[config.mk]
export PLATFORM = sky130hd
export DESIGN_NAME = pcc_host_port
export DESIGN_NICKNAME = d
export VERILOG_FILES = /design/src/rtl/pcc_pkg.sv /design/src/rtl/pcc_sync.sv /design/src/rtl/pcc_host_port.sv
export SDC_FILE = /design/constraint.sdc
export NUM_CORES = 1
export LEC_CHECK = 0
export ABC_CLOCK_PERIOD_IN_PS = 2200
export BUFFER_PORTS_ARGS = -buffer_cell sky130_fd_sc_hd__buf_4
export CAP_MARGIN = 10
export CORE_ASPECT_RATIO = 1.25
export CORE_UTILIZATION = 43
export DETAILED_ROUTE_END_ITERATION = 16
export MAX_ROUTING_LAYER = met4
export PLACE_DENSITY = 0.71
export REMOVE_ABC_BUFFERS = 1
export SYNTH_ARGS = -nofsm -noshare
export SYNTH_HDL_FRONTEND = slang
export SYNTH_HIERARCHICAL = 1
export SYNTH_SLANG_ARGS = --single-unit
[constraint.sdc]
create_clock -name core_clk_i -period 2.2 [get_ports core_clk_i]
set_input_delay 0.44 -clock core_clk_i [delete_from_list [all_inputs] [get_ports core_clk_i]]
set_output_delay 0.44 -clock core_clk_i [all_outputs]
set_load 0.05 [all_outputs]
[src/rtl/pcc_pkg.sv]
// pcc_pkg: constants and types for the card controller host port.
// assumes: a 32-bit processor address, 16-bit multiplexed card bus.
package pcc_pkg;

    // ------------------------------------------------------------
    // clock and timing
    // ------------------------------------------------------------
    localparam int unsigned PCC_CLK_MHZ = 100;
    localparam int unsigned PCC_CARD_CLK_MHZ = 18;
    // core cycles per card bus phase, rounded down, never below one
    localparam int unsigned PCC_PHASE_CYC_RAW = PCC_CLK_MHZ / PCC_CARD_CLK_MHZ;
    localparam logic [3:0] PCC_PHASE_CYC = (PCC_PHASE_CYC_RAW < 1) ? 4'h1 : 4'(PCC_PHASE_CYC_RAW);

    // ------------------------------------------------------------
    // address map
    // ------------------------------------------------------------
    localparam logic [3:0] PCC_REGION_ONE = 4'h4;
    localparam logic [3:0] PCC_REGION_TWO = 4'h5;
    localparam int unsigned PCC_REGION_LSB = 28;
    localparam int unsigned PCC_SPACE_LSB = 26;
    localparam int unsigned PCC_CARD_ADDR_W = 26;

    // ------------------------------------------------------------
    // field encodings
    // ------------------------------------------------------------
    localparam logic [1:0] PCC_SPACE_ATTR = 2'h0;
    localparam logic [1:0] PCC_SPACE_IO = 2'h1;
    localparam logic [1:0] PCC_SPACE_COMMON = 2'h2;
    localparam logic [1:0] PCC_SPACE_REGS = 2'h3;
    localparam logic [1:0] PCC_SIZE_WORD = 2'h3;
    localparam logic [1:0] PCC_SIZE_BYTE = 2'h0;
    localparam logic [1:0] PCC_SLOT_FIXED = 2'h3;
    localparam int unsigned PCC_EN_ONE_BIT = 5;
    localparam int unsigned PCC_EN_TWO_BIT = 6;

    // ------------------------------------------------------------
    // reset values
    // ------------------------------------------------------------
    localparam logic [15:0] PCC_BUS_RST = 16'h0000;
    localparam logic PCC_WRITE_IDLE = 1'h0;

    typedef enum logic [2:0] {
        PCC_IDLE,
        PCC_FIELD,
        PCC_ADDR,
        PCC_DATA_HI,
        PCC_DATA_LO,
        PCC_WAIT,
        PCC_DONE
    } pcc_state_t;

endpackage : pcc_pkg

[src/rtl/pcc_sync.sv]
// pcc_sync: three-stage synchroniser with agreement of the last two stages.
// assumes: one clock, asynchronous active-low reset, clock enable.
`timescale 1ns/1ps
module pcc_sync (
    input wire logic core_clk_i,
    input wire logic rst_n_i,
    input wire logic clk_en_i,
    input wire logic async_i,
    output logic level_o
);
    typedef struct packed {
        logic s1;
        logic s2;
        logic s3;
        logic lvl;
    } pcc_sync_t;

    pcc_sync_t q, d;

    always_comb begin
        d = q;
        d.s1 = async_i;
        d.s2 = q.s1;
        d.s3 = q.s2;
        if (q.s2 == q.s3) begin
            d.lvl = q.s3;
        end
    end

    always_ff @(posedge core_clk_i or negedge rst_n_i) begin
        if (!rst_n_i) begin
            q <= '0;
        end else if (clk_en_i) begin
            q <= d;
        end
    end

    assign level_o = q.lvl;
endmodule : pcc_sync

[src/rtl/pcc_host_port.sv]
// pcc_host_port: processor-side port that reaches two card controllers over
// the lower 16 data lines, address and data multiplexed in time.
// assumes: processor holds its request until done_o; ready pins are async.
//
// Summary of operation
// - card regions live only when enable bit set
// - address and data on lower 16 lines
// - access in either region starts transaction, selects chip
// - four 64MB segments, bases 0x4 and 0x5
// - port meant for 18 MHz card clock only
// - first phase: top 10 address, size/space/slot
// - only word and byte transfers accepted
// - slot field always binary 11
// - space field from address bits 26, 27
// - space: attribute, io, common, controller registers
// - size 11 for word, 00 for byte
// - second phase: low 16 card address bits
// - word transfer: two data halfwords, byte transfer: one
// - write pin low write, high read, phase one
// - write pin forced high in phase two
// - port B bit becomes ready when enabled
// - ready low, except register space: stall, drop select, release bus
`timescale 1ns/1ps
module pcc_host_port
    import pcc_pkg::*;
(
    input wire logic core_clk_i,
    input wire logic rst_n_i,
    input wire logic clk_en_i,
    input wire logic [6:0] system_config_two_i,
    input wire logic req_i,
    input wire logic req_write_i,
    input wire logic req_byte_i,
    input wire logic [31:0] req_addr_i,
    input wire logic [31:0] req_wdata_i,
    output logic done_o,
    output logic refused_o,
    output logic stall_o,
    output logic [31:0] rdata_o,
    output logic card_select_first_n_o,
    output logic card_select_second_n_o,
    output logic write_o,
    output logic [15:0] bus_o,
    output logic bus_oe_n_o,
    input wire logic [15:0] bus_i,
    input wire logic [1:0] port_b_i,
    output logic [1:0] card_controller_ready_o,
    output logic [1:0] port_b_gpio_o
);
    typedef struct packed {
        pcc_state_t st;
        logic [3:0] cnt;
        logic slot;
        logic wr;
        logic byte_sz;
        logic [1:0] space;
        logic [25:0] addr;
        logic [31:0] wdata;
        logic [31:0] rdata;
        logic done;
        logic refused;
        logic stall;
        logic sel1_n;
        logic sel2_n;
        logic write;
        logic [15:0] bus;
        logic oe_n;
        logic [1:0] rdy;
        logic [1:0] gpio;
    } pcc_host_t;

    pcc_host_t q, d;
    logic [1:0] pin_lvl;
    logic hit1;
    logic hit2;
    logic ready_sel;
    logic phase_end;

    // ------------------------------------------------------------
    // ready pin synchronisers
    // ------------------------------------------------------------
    for (genvar g = 0; g < 2; g++) begin : g_sync
        pcc_sync u_sync (
            .core_clk_i(core_clk_i),
            .rst_n_i(rst_n_i),
            .clk_en_i(clk_en_i),
            .async_i(port_b_i[g]),
            .level_o(pin_lvl[g])
        );
    end

    function automatic logic region_hit(input logic [31:0] a, input logic [3:0] base, input logic en);
        region_hit = en && (a[31:PCC_REGION_LSB] == base);
    endfunction : region_hit

    // ------------------------------------------------------------
    // transaction sequencer
    // ------------------------------------------------------------
    always_comb begin
        hit1 = region_hit(req_addr_i, PCC_REGION_ONE, system_config_two_i[PCC_EN_ONE_BIT]);
        hit2 = region_hit(req_addr_i, PCC_REGION_TWO, system_config_two_i[PCC_EN_TWO_BIT]);
        ready_sel = q.slot ? pin_lvl[1] : pin_lvl[0];
        phase_end = (q.cnt == PCC_PHASE_CYC - 4'h1);
        d = q;
        d.done = 1'b0;
        d.refused = 1'b0;
        d.rdy[0] = system_config_two_i[PCC_EN_ONE_BIT] ? pin_lvl[0] : 1'b1;
        d.rdy[1] = system_config_two_i[PCC_EN_TWO_BIT] ? pin_lvl[1] : 1'b1;
        d.gpio[0] = system_config_two_i[PCC_EN_ONE_BIT] ? 1'b0 : pin_lvl[0];
        d.gpio[1] = system_config_two_i[PCC_EN_TWO_BIT] ? 1'b0 : pin_lvl[1];
        if (q.st != PCC_IDLE && q.st != PCC_WAIT && q.st != PCC_DONE) begin
            d.cnt = phase_end ? 4'h0 : q.cnt + 4'h1;
        end
        case (q.st)
            PCC_IDLE: begin
                d.cnt = 4'h0;
                if (req_i && (hit1 || hit2)) begin
                    d.slot = hit2;
                    d.wr = req_write_i;
                    d.byte_sz = req_byte_i;
                    d.space = req_addr_i[PCC_SPACE_LSB +: 2];
                    d.addr = req_addr_i[PCC_CARD_ADDR_W-1:0];
                    d.wdata = req_wdata_i;
                    d.stall = 1'b1;
                    d.sel1_n = hit2;
                    d.sel2_n = !hit2;
                    d.write = !req_write_i;
                    d.oe_n = 1'b0;
                    d.bus = {req_addr_i[PCC_CARD_ADDR_W-1 -: 10], req_byte_i ? PCC_SIZE_BYTE : PCC_SIZE_WORD,
                             req_addr_i[PCC_SPACE_LSB +: 2], PCC_SLOT_FIXED};
                    d.st = PCC_FIELD;
                end
            end
            PCC_FIELD: begin
                if (phase_end) begin
                    d.bus = q.addr[15:0];
                    d.write = 1'b1;
                    d.st = PCC_ADDR;
                end
            end
            PCC_ADDR: begin
                if (phase_end) begin
                    d.write = !q.wr;
                    if (ready_sel || q.space == PCC_SPACE_REGS) begin
                        d.st = q.byte_sz ? PCC_DATA_LO : PCC_DATA_HI;
                        d.bus = q.byte_sz ? q.wdata[15:0] : q.wdata[31:16];
                        d.oe_n = !q.wr;
                    end else begin
                        d.sel1_n = 1'b1;
                        d.sel2_n = 1'b1;
                        d.oe_n = 1'b1;
                        d.st = PCC_WAIT;
                    end
                end
            end
            PCC_WAIT: begin
                if (ready_sel) begin
                    d.sel1_n = q.slot;
                    d.sel2_n = !q.slot;
                    d.cnt = 4'h0;
                    d.st = q.byte_sz ? PCC_DATA_LO : PCC_DATA_HI;
                    d.bus = q.byte_sz ? q.wdata[15:0] : q.wdata[31:16];
                    d.oe_n = !q.wr;
                end
            end
            PCC_DATA_HI: begin
                if (phase_end) begin
                    if (!q.wr) begin
                        d.rdata[31:16] = bus_i;
                    end
                    d.bus = q.wdata[15:0];
                    d.st = PCC_DATA_LO;
                end
            end
            PCC_DATA_LO: begin
                if (phase_end) begin
                    if (!q.wr) begin
                        d.rdata[15:0] = bus_i;
                        if (q.byte_sz) begin
                            d.rdata[31:16] = 16'h0000;
                        end
                    end
                    d.st = PCC_DONE;
                end
            end
            PCC_DONE: begin
                d.sel1_n = 1'b1;
                d.sel2_n = 1'b1;
                d.oe_n = 1'b1;
                d.bus = PCC_BUS_RST;
                d.write = PCC_WRITE_IDLE;
                d.stall = 1'b0;
                d.done = 1'b1;
                d.st = PCC_IDLE;
            end
            default: begin
                d.st = PCC_IDLE;
            end
        endcase
        if (q.st == PCC_IDLE && req_i && !(hit1 || hit2)) begin
            d.refused = 1'b1;
        end
    end

    always_ff @(posedge core_clk_i or negedge rst_n_i) begin
        if (!rst_n_i) begin
            q <= '0;
            q.st <= PCC_IDLE;
            q.sel1_n <= 1'b1;
            q.sel2_n <= 1'b1;
            q.oe_n <= 1'b1;
            q.rdy <= 2'h3;
        end else if (clk_en_i) begin
            q <= d;
        end
    end

    assign done_o = q.done;
    assign refused_o = q.refused;
    assign stall_o = q.stall;
    assign rdata_o = q.rdata;
    assign card_select_first_n_o = q.sel1_n;
    assign card_select_second_n_o = q.sel2_n;
    assign write_o = q.write;
    assign bus_o = q.bus;
    assign bus_oe_n_o = q.oe_n;
    assign card_controller_ready_o = q.rdy;
    assign port_b_gpio_o = q.gpio;
endmodule : pcc_host_port

# Word level (Yosys, flattened, before mapping)
# Cells that the tools add are included.
[classes]
addsub = 1
mul = 0
div_mod_pow = 0
order_cmp = 0
n_eq_ne = 25
shifts = 0
n_mux = 41
bitwise_logic = 1
reduce_logical = 32
[op_table]
columns = ["operator", "n"]
rows = [
  ["2-to-1 mux 16 bit", 6],
  ["one-hot mux 16 bit (6 select lines)", 1],
  ["2-to-1 mux 32 bit", 2],
  ["2-to-1 mux 17 bit", 2],
  ["one-hot mux 16 bit (2 select lines)", 1],
  ["!= test 2 bit (second input constant)", 11],
  ["2-to-1 mux 21 bit", 1],
  ["2-to-1 mux 3 bit", 7],
  ["2-to-1 mux 20 bit", 1],
  ["one-hot mux 3 bit (6 select lines)", 1],
  ["AND reduction 7 bit", 2],
  ["== test 4 x 3 -> 1 bit (second input constant)", 3],
  ["AND reduction 5 bit", 2],
  ["== test 3 bit (second input constant)", 3],
  ["2-to-1 mux 1 bit", 8],
  ["2-to-1 mux 4 bit", 2],
  ["one-hot mux 1 bit (4 select lines)", 2],
  ["one-hot mux 2 bit (4 select lines)", 1],
  ["one-hot mux 4 bit (2 select lines)", 1],
  ["AND reduction 8 bit", 1],
  ["nonzero test 4 bit", 2],
  ["logical AND 1 bit", 7],
  ["2-to-1 mux 7 bit", 1],
  ["== test 3 x 2 -> 1 bit (second input constant)", 2],
  ["other kinds (18)", 30],
]
[word_totals]
ff_bits = 127
latchBits = 0
ram_bits = 0
rom_bits = 0
input_bits = 95
out_inout_bits = 59
wordCells = 128
memories = 0

# Depth between registers and ports, before layout
# Gate-level depths: netlist of the first run.
[logic_depth]
ltp_word = 6
ltp_mapped = 8
depth_no_buf = 7

# Hierarchy
# The synthesis of the first run kept the hierarchy.
[by_module_without_submodules]
columns = ["module", "n_inst", "cells_per_inst", "area_each_um2", "seq_area_each_um2"]
rows = [
  ["pcc_host_port", 1, 599, 6373.6, 2984.1],
  ["pcc_sync", 2, 12, 155.1, 100.1],
]

# Least setup slack after synthesis of the first run
# OpenSTA, ideal clock, no wires.
[synth_path]
path_kind = "input to register"
from = "input req_addr_i[29]"
to = "register q (netlist bit bus_o[10])"
setup_time_ns = 0.125
arrival_ns = 1.993
required_ns = 2.075
path_slack_ns = 0.082
path_stages = 6
path_buffers = 1
path_cell_list = "or3b_4 a211oi_4 a311oi_4 a211oi_4 buf_12 mux2_4"
[synth_between]
elab_chain_len = 6
word_cells_on_any_way = 8
cone_classes = "eq/ne (3); reduce/logical (5)"
[synth_lines]
columns = ["item", "line", "source"]
rows = [
  ["from (decl)", "pcc_host_port.sv:34", "input wire logic [31:0] req_addr_i,"],
  ["== test 4 x 3 -> 1 bit", "pcc_host_port.sv:93", "region_hit = en && (a[31:PCC_REGION_LSB] == base);"],
  ["logical AND 1 bit", "pcc_host_port.sv:93", ""],
  ["logical OR 1 bit (*)", "pcc_host_port.sv:117", "if (req_i && (hit1 || hit2)) begin"],
  ["logical AND 1 bit (*)", "pcc_host_port.sv:117", ""],
  ["!= test 2 bit (no source line) (*)", "--", ""],
  ["AND reduction 8 bit (no source line) (*)", "--", ""],
  ["to (decl)", "pcc_host_port.sv:72", "pcc_host_t q, d;"],
]
# Mark *: on every way between the ends. The rest lies on a longest branch, timed or not.
# A chain may end at the register's enable or synchronous reset.

# Worst setup path after layout of the first run
[layout_path]
from = "register q[128] in the netlist's numbering"
to = "register q (netlist bit card_select_second_n_o)"
[layout_between]
elab_chain_len = 3
word_cells_on_any_way = 11
cone_classes = "eq/ne (7); mux (1); reduce/logical (3)"
[layout_lines]
columns = ["item", "line", "source"]
rows = [
  ["== test 3 bit, or another cell as far along", "pcc_host_port.sv:114", "case (q.st)"],
  ["nonzero test 4 bit (no source line) / != test 2 bit (equally long branches)", "--", ""],
  ["AND reduction 6 bit (no source line)", "--", ""],
]
# Parallel ways exist; a longest one is shown, timed or not.

==> impl_metrics.yaml, run 1 <==
grt:
  overflow: 0
  grt_pass1_wl_um: 25000
  grt_max_degree: 55
  antenna_found_initial: 0
  gr-usage-all-layers: 0.207
  grt_pass1_vias: 5127
setup_path:
  worstSetupEndpointType: "register"
  crit_family: "flip-flops"
  path_cells: "nand2b_1, nand2_1, o21ai_0, a311oi_1, buf_4, mux2i_1"
  path_max_fanout: 13
  cp_num_buf_inv: 1
  cp_slowest_stage_delay_ns: 0.64
  crit_type: "reg -> reg"
  cpMaxStageDelayCell: "dfrtp_1"
  cp.arrival_ns: 2.40
  start_kind: "register"
  worst_ep_required_time_ns: 2.54
status:
  status: "complete, no violations"
layout:
  drive_gt1_frac: 0.434
  area_growth_pct: 25.6
  diodes: 0
  layout_common_cells: "buf_4, dfrtp_1, mux2_2, nand2_1, o21ai_0"
  fin_nets: 829
  finish.utilization: 0.557
  final_common_cell: "buf_4"
synth:
  yosys.area_share.simple: 0.0831
  synthMuxAreaShare: 0.214
  synth_xor_area_frac: 0.00131
  syn-instance-count: 623
  synth-seq-cells: 127
  synth-compound-area-share: 0.127
  ys_seq_area_frac: 0.476
  synth_top_family_by_area: "multiplexers"
  synth_area_per_cell_um2: 10.7
  synthTopCellsByArea: "dfrtp_1, mux2_2, buf_4"
  synth_edf_count: 0
  synth_area_leader_cell: "dfrtp_1"
  synth-adder-area-share: 0.00374
  synth_cell_types: 47
  ys.flop_type: "dfrtp_1"
  yosysWarnings: 6
  netlist_area_um2: 6680
  async_flop_share: 1.00
  synth_top_area_share: 0.457
timing:
  hold_slack_ns: 0.00743
  fmax_mhz: 484
  final.period_utilization: 0.940
  slew_viol_final: 0
  setup_viol: 0
  rsz0062_at_grt: "no"
  slew_headroom: 0.627
  fin_crit_ns: 2.07
  finalHoldViolCount: 0
  worst_pin_slew_ns: 0.560
  finClkSkew_ns: 0.0113
detailed_routing:
  wl_per_cell_um: 16.0
  dr_total_vias: 5008
  finalWirelength_um: 15300
  antenna_left: 0
  drc: 0
  drt_iter0_drc: 273
  via_per_inst: 5.25
  dr.pass1.iters: 6
placed_design:
  gp_congestion: 0.896
  hpwl_um: 11100
  io_buffers: 148
pwr:
  leakage_nw: 4.07
  powerDensity_nw_per_um2: 1420
  max-vdd-ir-drop_v: 0.000777
clock_network:
  cts.path.max_buffers: 2
  cts_hold_buf: 0
  clkSinkCount: 127
  htree_levels: 4
  root_buffer: "clkbuf_16"
  numCtsBuffers: 17
  clkTransAtPathRegs_ns: 0.06
  clock_latency_ns: 0.42
  cts_tree: "built"
die:
  die_w_um: 114
  initial_core_util: 0.443
  ios: 154
  die_h_um: 141
  die_area_um2: 16000
  std_cell_rows: 50
  design.core.area_um2: 15100
hold_path:
  min_path_type: "in -> async"
job:
  max_cap_viol_count: 0
final timing paths:
| path | slack [ns] | endpoint | start | cells after the start |
|---|---|---|---|---|
| setup / recovery | 0.13 | card_select_second_n_o | q[128] | 6 |
| hold / removal | 0.007 | g_sync[1].u_sync/d[2] | rst_n_i | 1 |
| setup reg to reg | 0.13 | card_select_second_n_o | q[128] | 6 |
| hold reg to reg | 0.48 | card_select_first_n_o | card_select_first_n_o | 2 |
| max in group asynchronous | 1.51 | q[73] | rst_n_i | 2 |
| min in group core_clk_i | 0.20 | card_controller_ready_o[0] | system_config_two_i[5] | 2 |
cells in the mapped netlist, types with 2 or more instances:
library cell and number:
a211oi_4 2, a21oi_1 52, a221oi_1 2, a31oi_1 3, and2_1 3, buf_1 4, buf_2 14, buf_4 53
clkbuf_1 17, dfrtp_1 122, dfstp_2 5, ha_1 2, inv_1 14, mux2_2 85, mux2_4 10, mux2i_1 32
nand2_1 63, nand2b_1 9, nand3b_1 2, nor2_1 27, nor3_1 5, o211ai_1 4, o21ai_0 59, o22ai_1 5
o2bb2ai_1 5, o31ai_1 3
logic make-up after synthesis:
logic type	Yosys count
compound gates	144
xor+xnor	1
fa+ha+maj	2
buf+inv	104
flops	127
mux	127
simple gates	118
through the flow:
stage,cells,power [mW],TNS (ns),worst slack (ns),cell area [um^2]
global placement,921,8.81,-0.295,-0.0103,7770
CTS,953,12.0,0,0.0701,8390
finish,953,11.9,0,0.133,8390
floorplan,533,7.11,-117.64,-1.24,6110
global route,953,12.6,0,0.000443,8390
detailed placement,921,8.99,-2.05,-0.0545,7770
where the power goes:
group	total (mW)	leakage, nW	internal [mW]	switching, mW
clock	2.94	0.298	1.82	1.12
combinational	5.37	2.12	2.09	3.28
sequential	3.57	1.65	3.04	0.535
total	11.9	4.07	6.95	4.93
metal layers:
metal | part of all wire | GRT usage | up-vias
met5 | 0 | - | -
met1 | 0.40 | 0.237 | 2473
met2 | 0.53 | 0.349 | 165
li1 | - | - | 2347
met3 | 0.051 | 0.0491 | 23
met4 | 0.020 | 0.0831 | 0
timing repair:
action                     in CTS  in global routing
setup buffers                   0                  0
setup endpoints to repair       0                 19
gates resized for setup         0                  1
hold endpoints to repair        0                  0
worst register-to-register path, cell delays in order (launching register included):
cell and delay [ns]:
dfrtp_1 0.64, nand2b_1 0.25, nand2_1 0.19, o21ai_0 0.18
a311oi_1 0.34, buf_4 0.18, mux2i_1 0.20
cell type report:
| cell class | count | area [um^2] |
|---|---|---|
| multi-input cells | 392 | 2870 |
| flip-flops and latches | 127 | 3190 |
| inverters | 14 | 52.6 |
| clock inverters | 15 | 195 |
| well taps | 208 | 260 |
| repair buffers | 180 | 1400 |
| clock buffers | 17 | 425 |
| fillers | 1299 | 6680 |
state kept, by name, indices dropped and copies added, names as in the netlist:
register                 cells
refused_o                    1
g_sync.u_sync/level_o        2
g_sync.u_sync/q              2
done_o                       1
write_o                      1
card_controller_ready_o      2
g_sync.u_sync/d              4
q                           60
stall_o                      1
port_b_gpio_o                2
rdata_o                     32
bus_oe_n_o                   1
bus_o                       16
card_select_second_n_o       1
card_select_first_n_o        1
No activity file was read; power rests on OpenSTA's default activity.
==> run 2, diff against run 1 <==
--- a/config.mk
+++ b/config.mk
@@ -8,11 +8,13 @@
 export ABC_CLOCK_PERIOD_IN_PS = 2200
 export BUFFER_PORTS_ARGS = -buffer_cell sky130_fd_sc_hd__buf_4
 export CAP_MARGIN = 10
+export CELL_PAD_IN_SITES_DETAIL_PLACEMENT = 1
+export CELL_PAD_IN_SITES_GLOBAL_PLACEMENT = 1
 export CORE_ASPECT_RATIO = 1.25
-export CORE_UTILIZATION = 43
+export CORE_UTILIZATION = 38
 export DETAILED_ROUTE_END_ITERATION = 16
 export MAX_ROUTING_LAYER = met4
-export PLACE_DENSITY = 0.71
+export PLACE_DENSITY = 0.79
 export REMOVE_ABC_BUFFERS = 1
 export SYNTH_ARGS = -nofsm -noshare
 export SYNTH_HDL_FRONTEND = slang
==> impl_metrics.yaml, run 2 (synthesis results as in run 1) <==
die:
  die_h_um: 150
  ios: 154
  die_w_um: 121
  design.core.area_um2: 17000
  die_area_um2: 18100
  initial_core_util: 0.392
  std_cell_rows: 53
clock_network:
  postCtsSetupBuffers: 0
  clkTransAtPathRegs_ns: 0.06
  numCtsBuffers: 17
  htree_levels: 4
  cts_tree: "built"
  root_buffer: "clkbuf_16"
  clkSinkCount: 127
  clock_latency_ns: 0.42
  cts.path.max_buffers: 2
setup_path:
  path_cells: "nand2b_1, o211ai_1, o21ai_1, a211oi_4, buf_12, mux2_2"
  worstSetupEndpointType: "register"
  crit_type: "reg -> reg"
  start_kind: "register"
  cp_slowest_stage_delay_ns: 0.61
  cpMaxStageDelayCell: "dfrtp_1"
  worst_ep_required_time_ns: 2.50
  cp.arrival_ns: 2.38
  path_max_fanout: 16
timing:
  final.period_utilization: 0.945
  setup_viol: 0
  slew_viol_final: 0
  finClkSkew_ns: 0.00681
  slew_headroom: 0.633
  rsz0062_at_grt: "no"
  setup_tns_ns: 0
  fmax_mhz: 481
  worst_pin_slew_ns: 0.549
  finalHoldViolCount: 0
  fin_crit_ns: 2.08
layout:
  final_common_cell: "buf_4"
  area_growth_pct: 26.3
  drive_gt1_frac: 0.438
  layout_common_cells: "buf_4, dfrtp_1, mux2_2, nand2_1, o21ai_0"
  ff_latch_area_um2: 3190
  final_cells: 969
  n_fill_cell: 1817
  fin_nets: 833
  diodes: 0
  largest_register_ffs: 60
  regMostFlops: "q"
  multiInputGateArea_um2: 2880
placed_design:
  gp_congestion: 0.862
  place_inst: 936
  io_buffers: 148
  hpwl_um: 12600
grt:
  gr-usage-all-layers: 0.206
  grt_pass1_vias: 5598
  overflow: 0
  antenna_found_initial: 0
  grt_pass1_wl_um: 28100
  grt_max_degree: 56
detailed_routing:
  via_per_inst: 5.24
  dr_total_vias: 5076
  finalWirelength_um: 17200
  antenna_left: 0
  drt_iter0_drc: 124
  dr.pass1.iters: 4
  wl_per_cell_um: 17.8
  drc: 0
pwr:
  leakage_nw: 4.07
  powerDensity_nw_per_um2: 1410
  max-vdd-ir-drop_v: 0.000513
job:
  max_cap_viol_count: 0
status:
  status: "complete, no violations"
hold_path:
  min_path_type: "in -> reg"
-- run 2: cell count changes in the layout (fill, tap and decap cells not counted), sizes merged --
cell / delta
clkbuf: +3
inv: -6
clkinvlp: +3
bufinv: -1
dlygate4sd3: +1
clkinv: +1
buf: +3
-- run 2: layout make-up --
class / instances / area share
Clock buffer: 20 / 0.0553
Clock inverter: 12 / 0.0159
Inverter: 14 / 0.00623
Multi-Input combinational cell: 392 / 0.341
Sequential cell: 127 / 0.378
Tap cell: 220 / 0.0326
Timing Repair Buffer: 184 / 0.171
-- run 2: worst max-delay path: cells and delay by family (launching register included) --
kind                   cells  cell delay, ns
DFF                        1            0.61
AOI/OAI and AO/OA          3            0.58
and+or+nand+nor            1            0.20
muxes                      1            0.35
buffers and inverters      1            0.21
-- run 2: where the power goes --
group	internal [mW]	leakage (nW)	switching, mW
clock	1.76	0.281	1.07
combinational	2.12	2.14	3.38
sequential	3.04	1.65	0.549
-- run 2: path summary, 6_finish.rpt --
| check | startpoint | endpoint | cells past startpoint | slack, ns |
|---|---|---|---|---|
| min in group asynchronous | rst_n_i | g_sync[0].u_sync/d[2] | 2 | 0.52 |
| worst min-delay path | system_config_two_i[6] | card_controller_ready_o[1] | 2 | 0.20 |
| worst max-delay path | q[126] | bus_o[3] | 6 | 0.12 |
| max in group asynchronous | rst_n_i | card_select_second_n_o | 3 | 0.99 |
| worst min register to register | card_select_second_n_o | card_select_second_n_o | 2 | 0.48 |
| worst max register to register | q[126] | bus_o[3] | 6 | 0.12 |
-- run 2: what timing repair did --
action                     CTS  global route
setup endpoints to repair    0            16
hold buffers                 1             0
resized for setup            0             3
hold endpoints to repair    27             0
-- run 2: metrics by stage --
step                cell area [um^2]  hold WS, ns  setup slack [ns]  power (mW)  utilization
finish                          8440        0.202             0.121        11.9        0.495
global route                    8440        0.184           0.00379        12.6        0.495
CTS                             8430        0.176            0.0815        12.0        0.495
detailed placement              7820        0.407           -0.0269        9.13        0.459
global placement                7820        0.396           -0.0119        8.85        0.459
floorplan                       6110        0.144             -1.24        7.11            -
-- run 2: per-layer routing --
layer,global-route usage,routed length (um),vias to the layer above
li1,-,-,2354
met1,0.219,6810,2556
met2,0.373,9410,137
met3,0.0428,704,29
met4,0.0833,318,0
met5,-,0,-
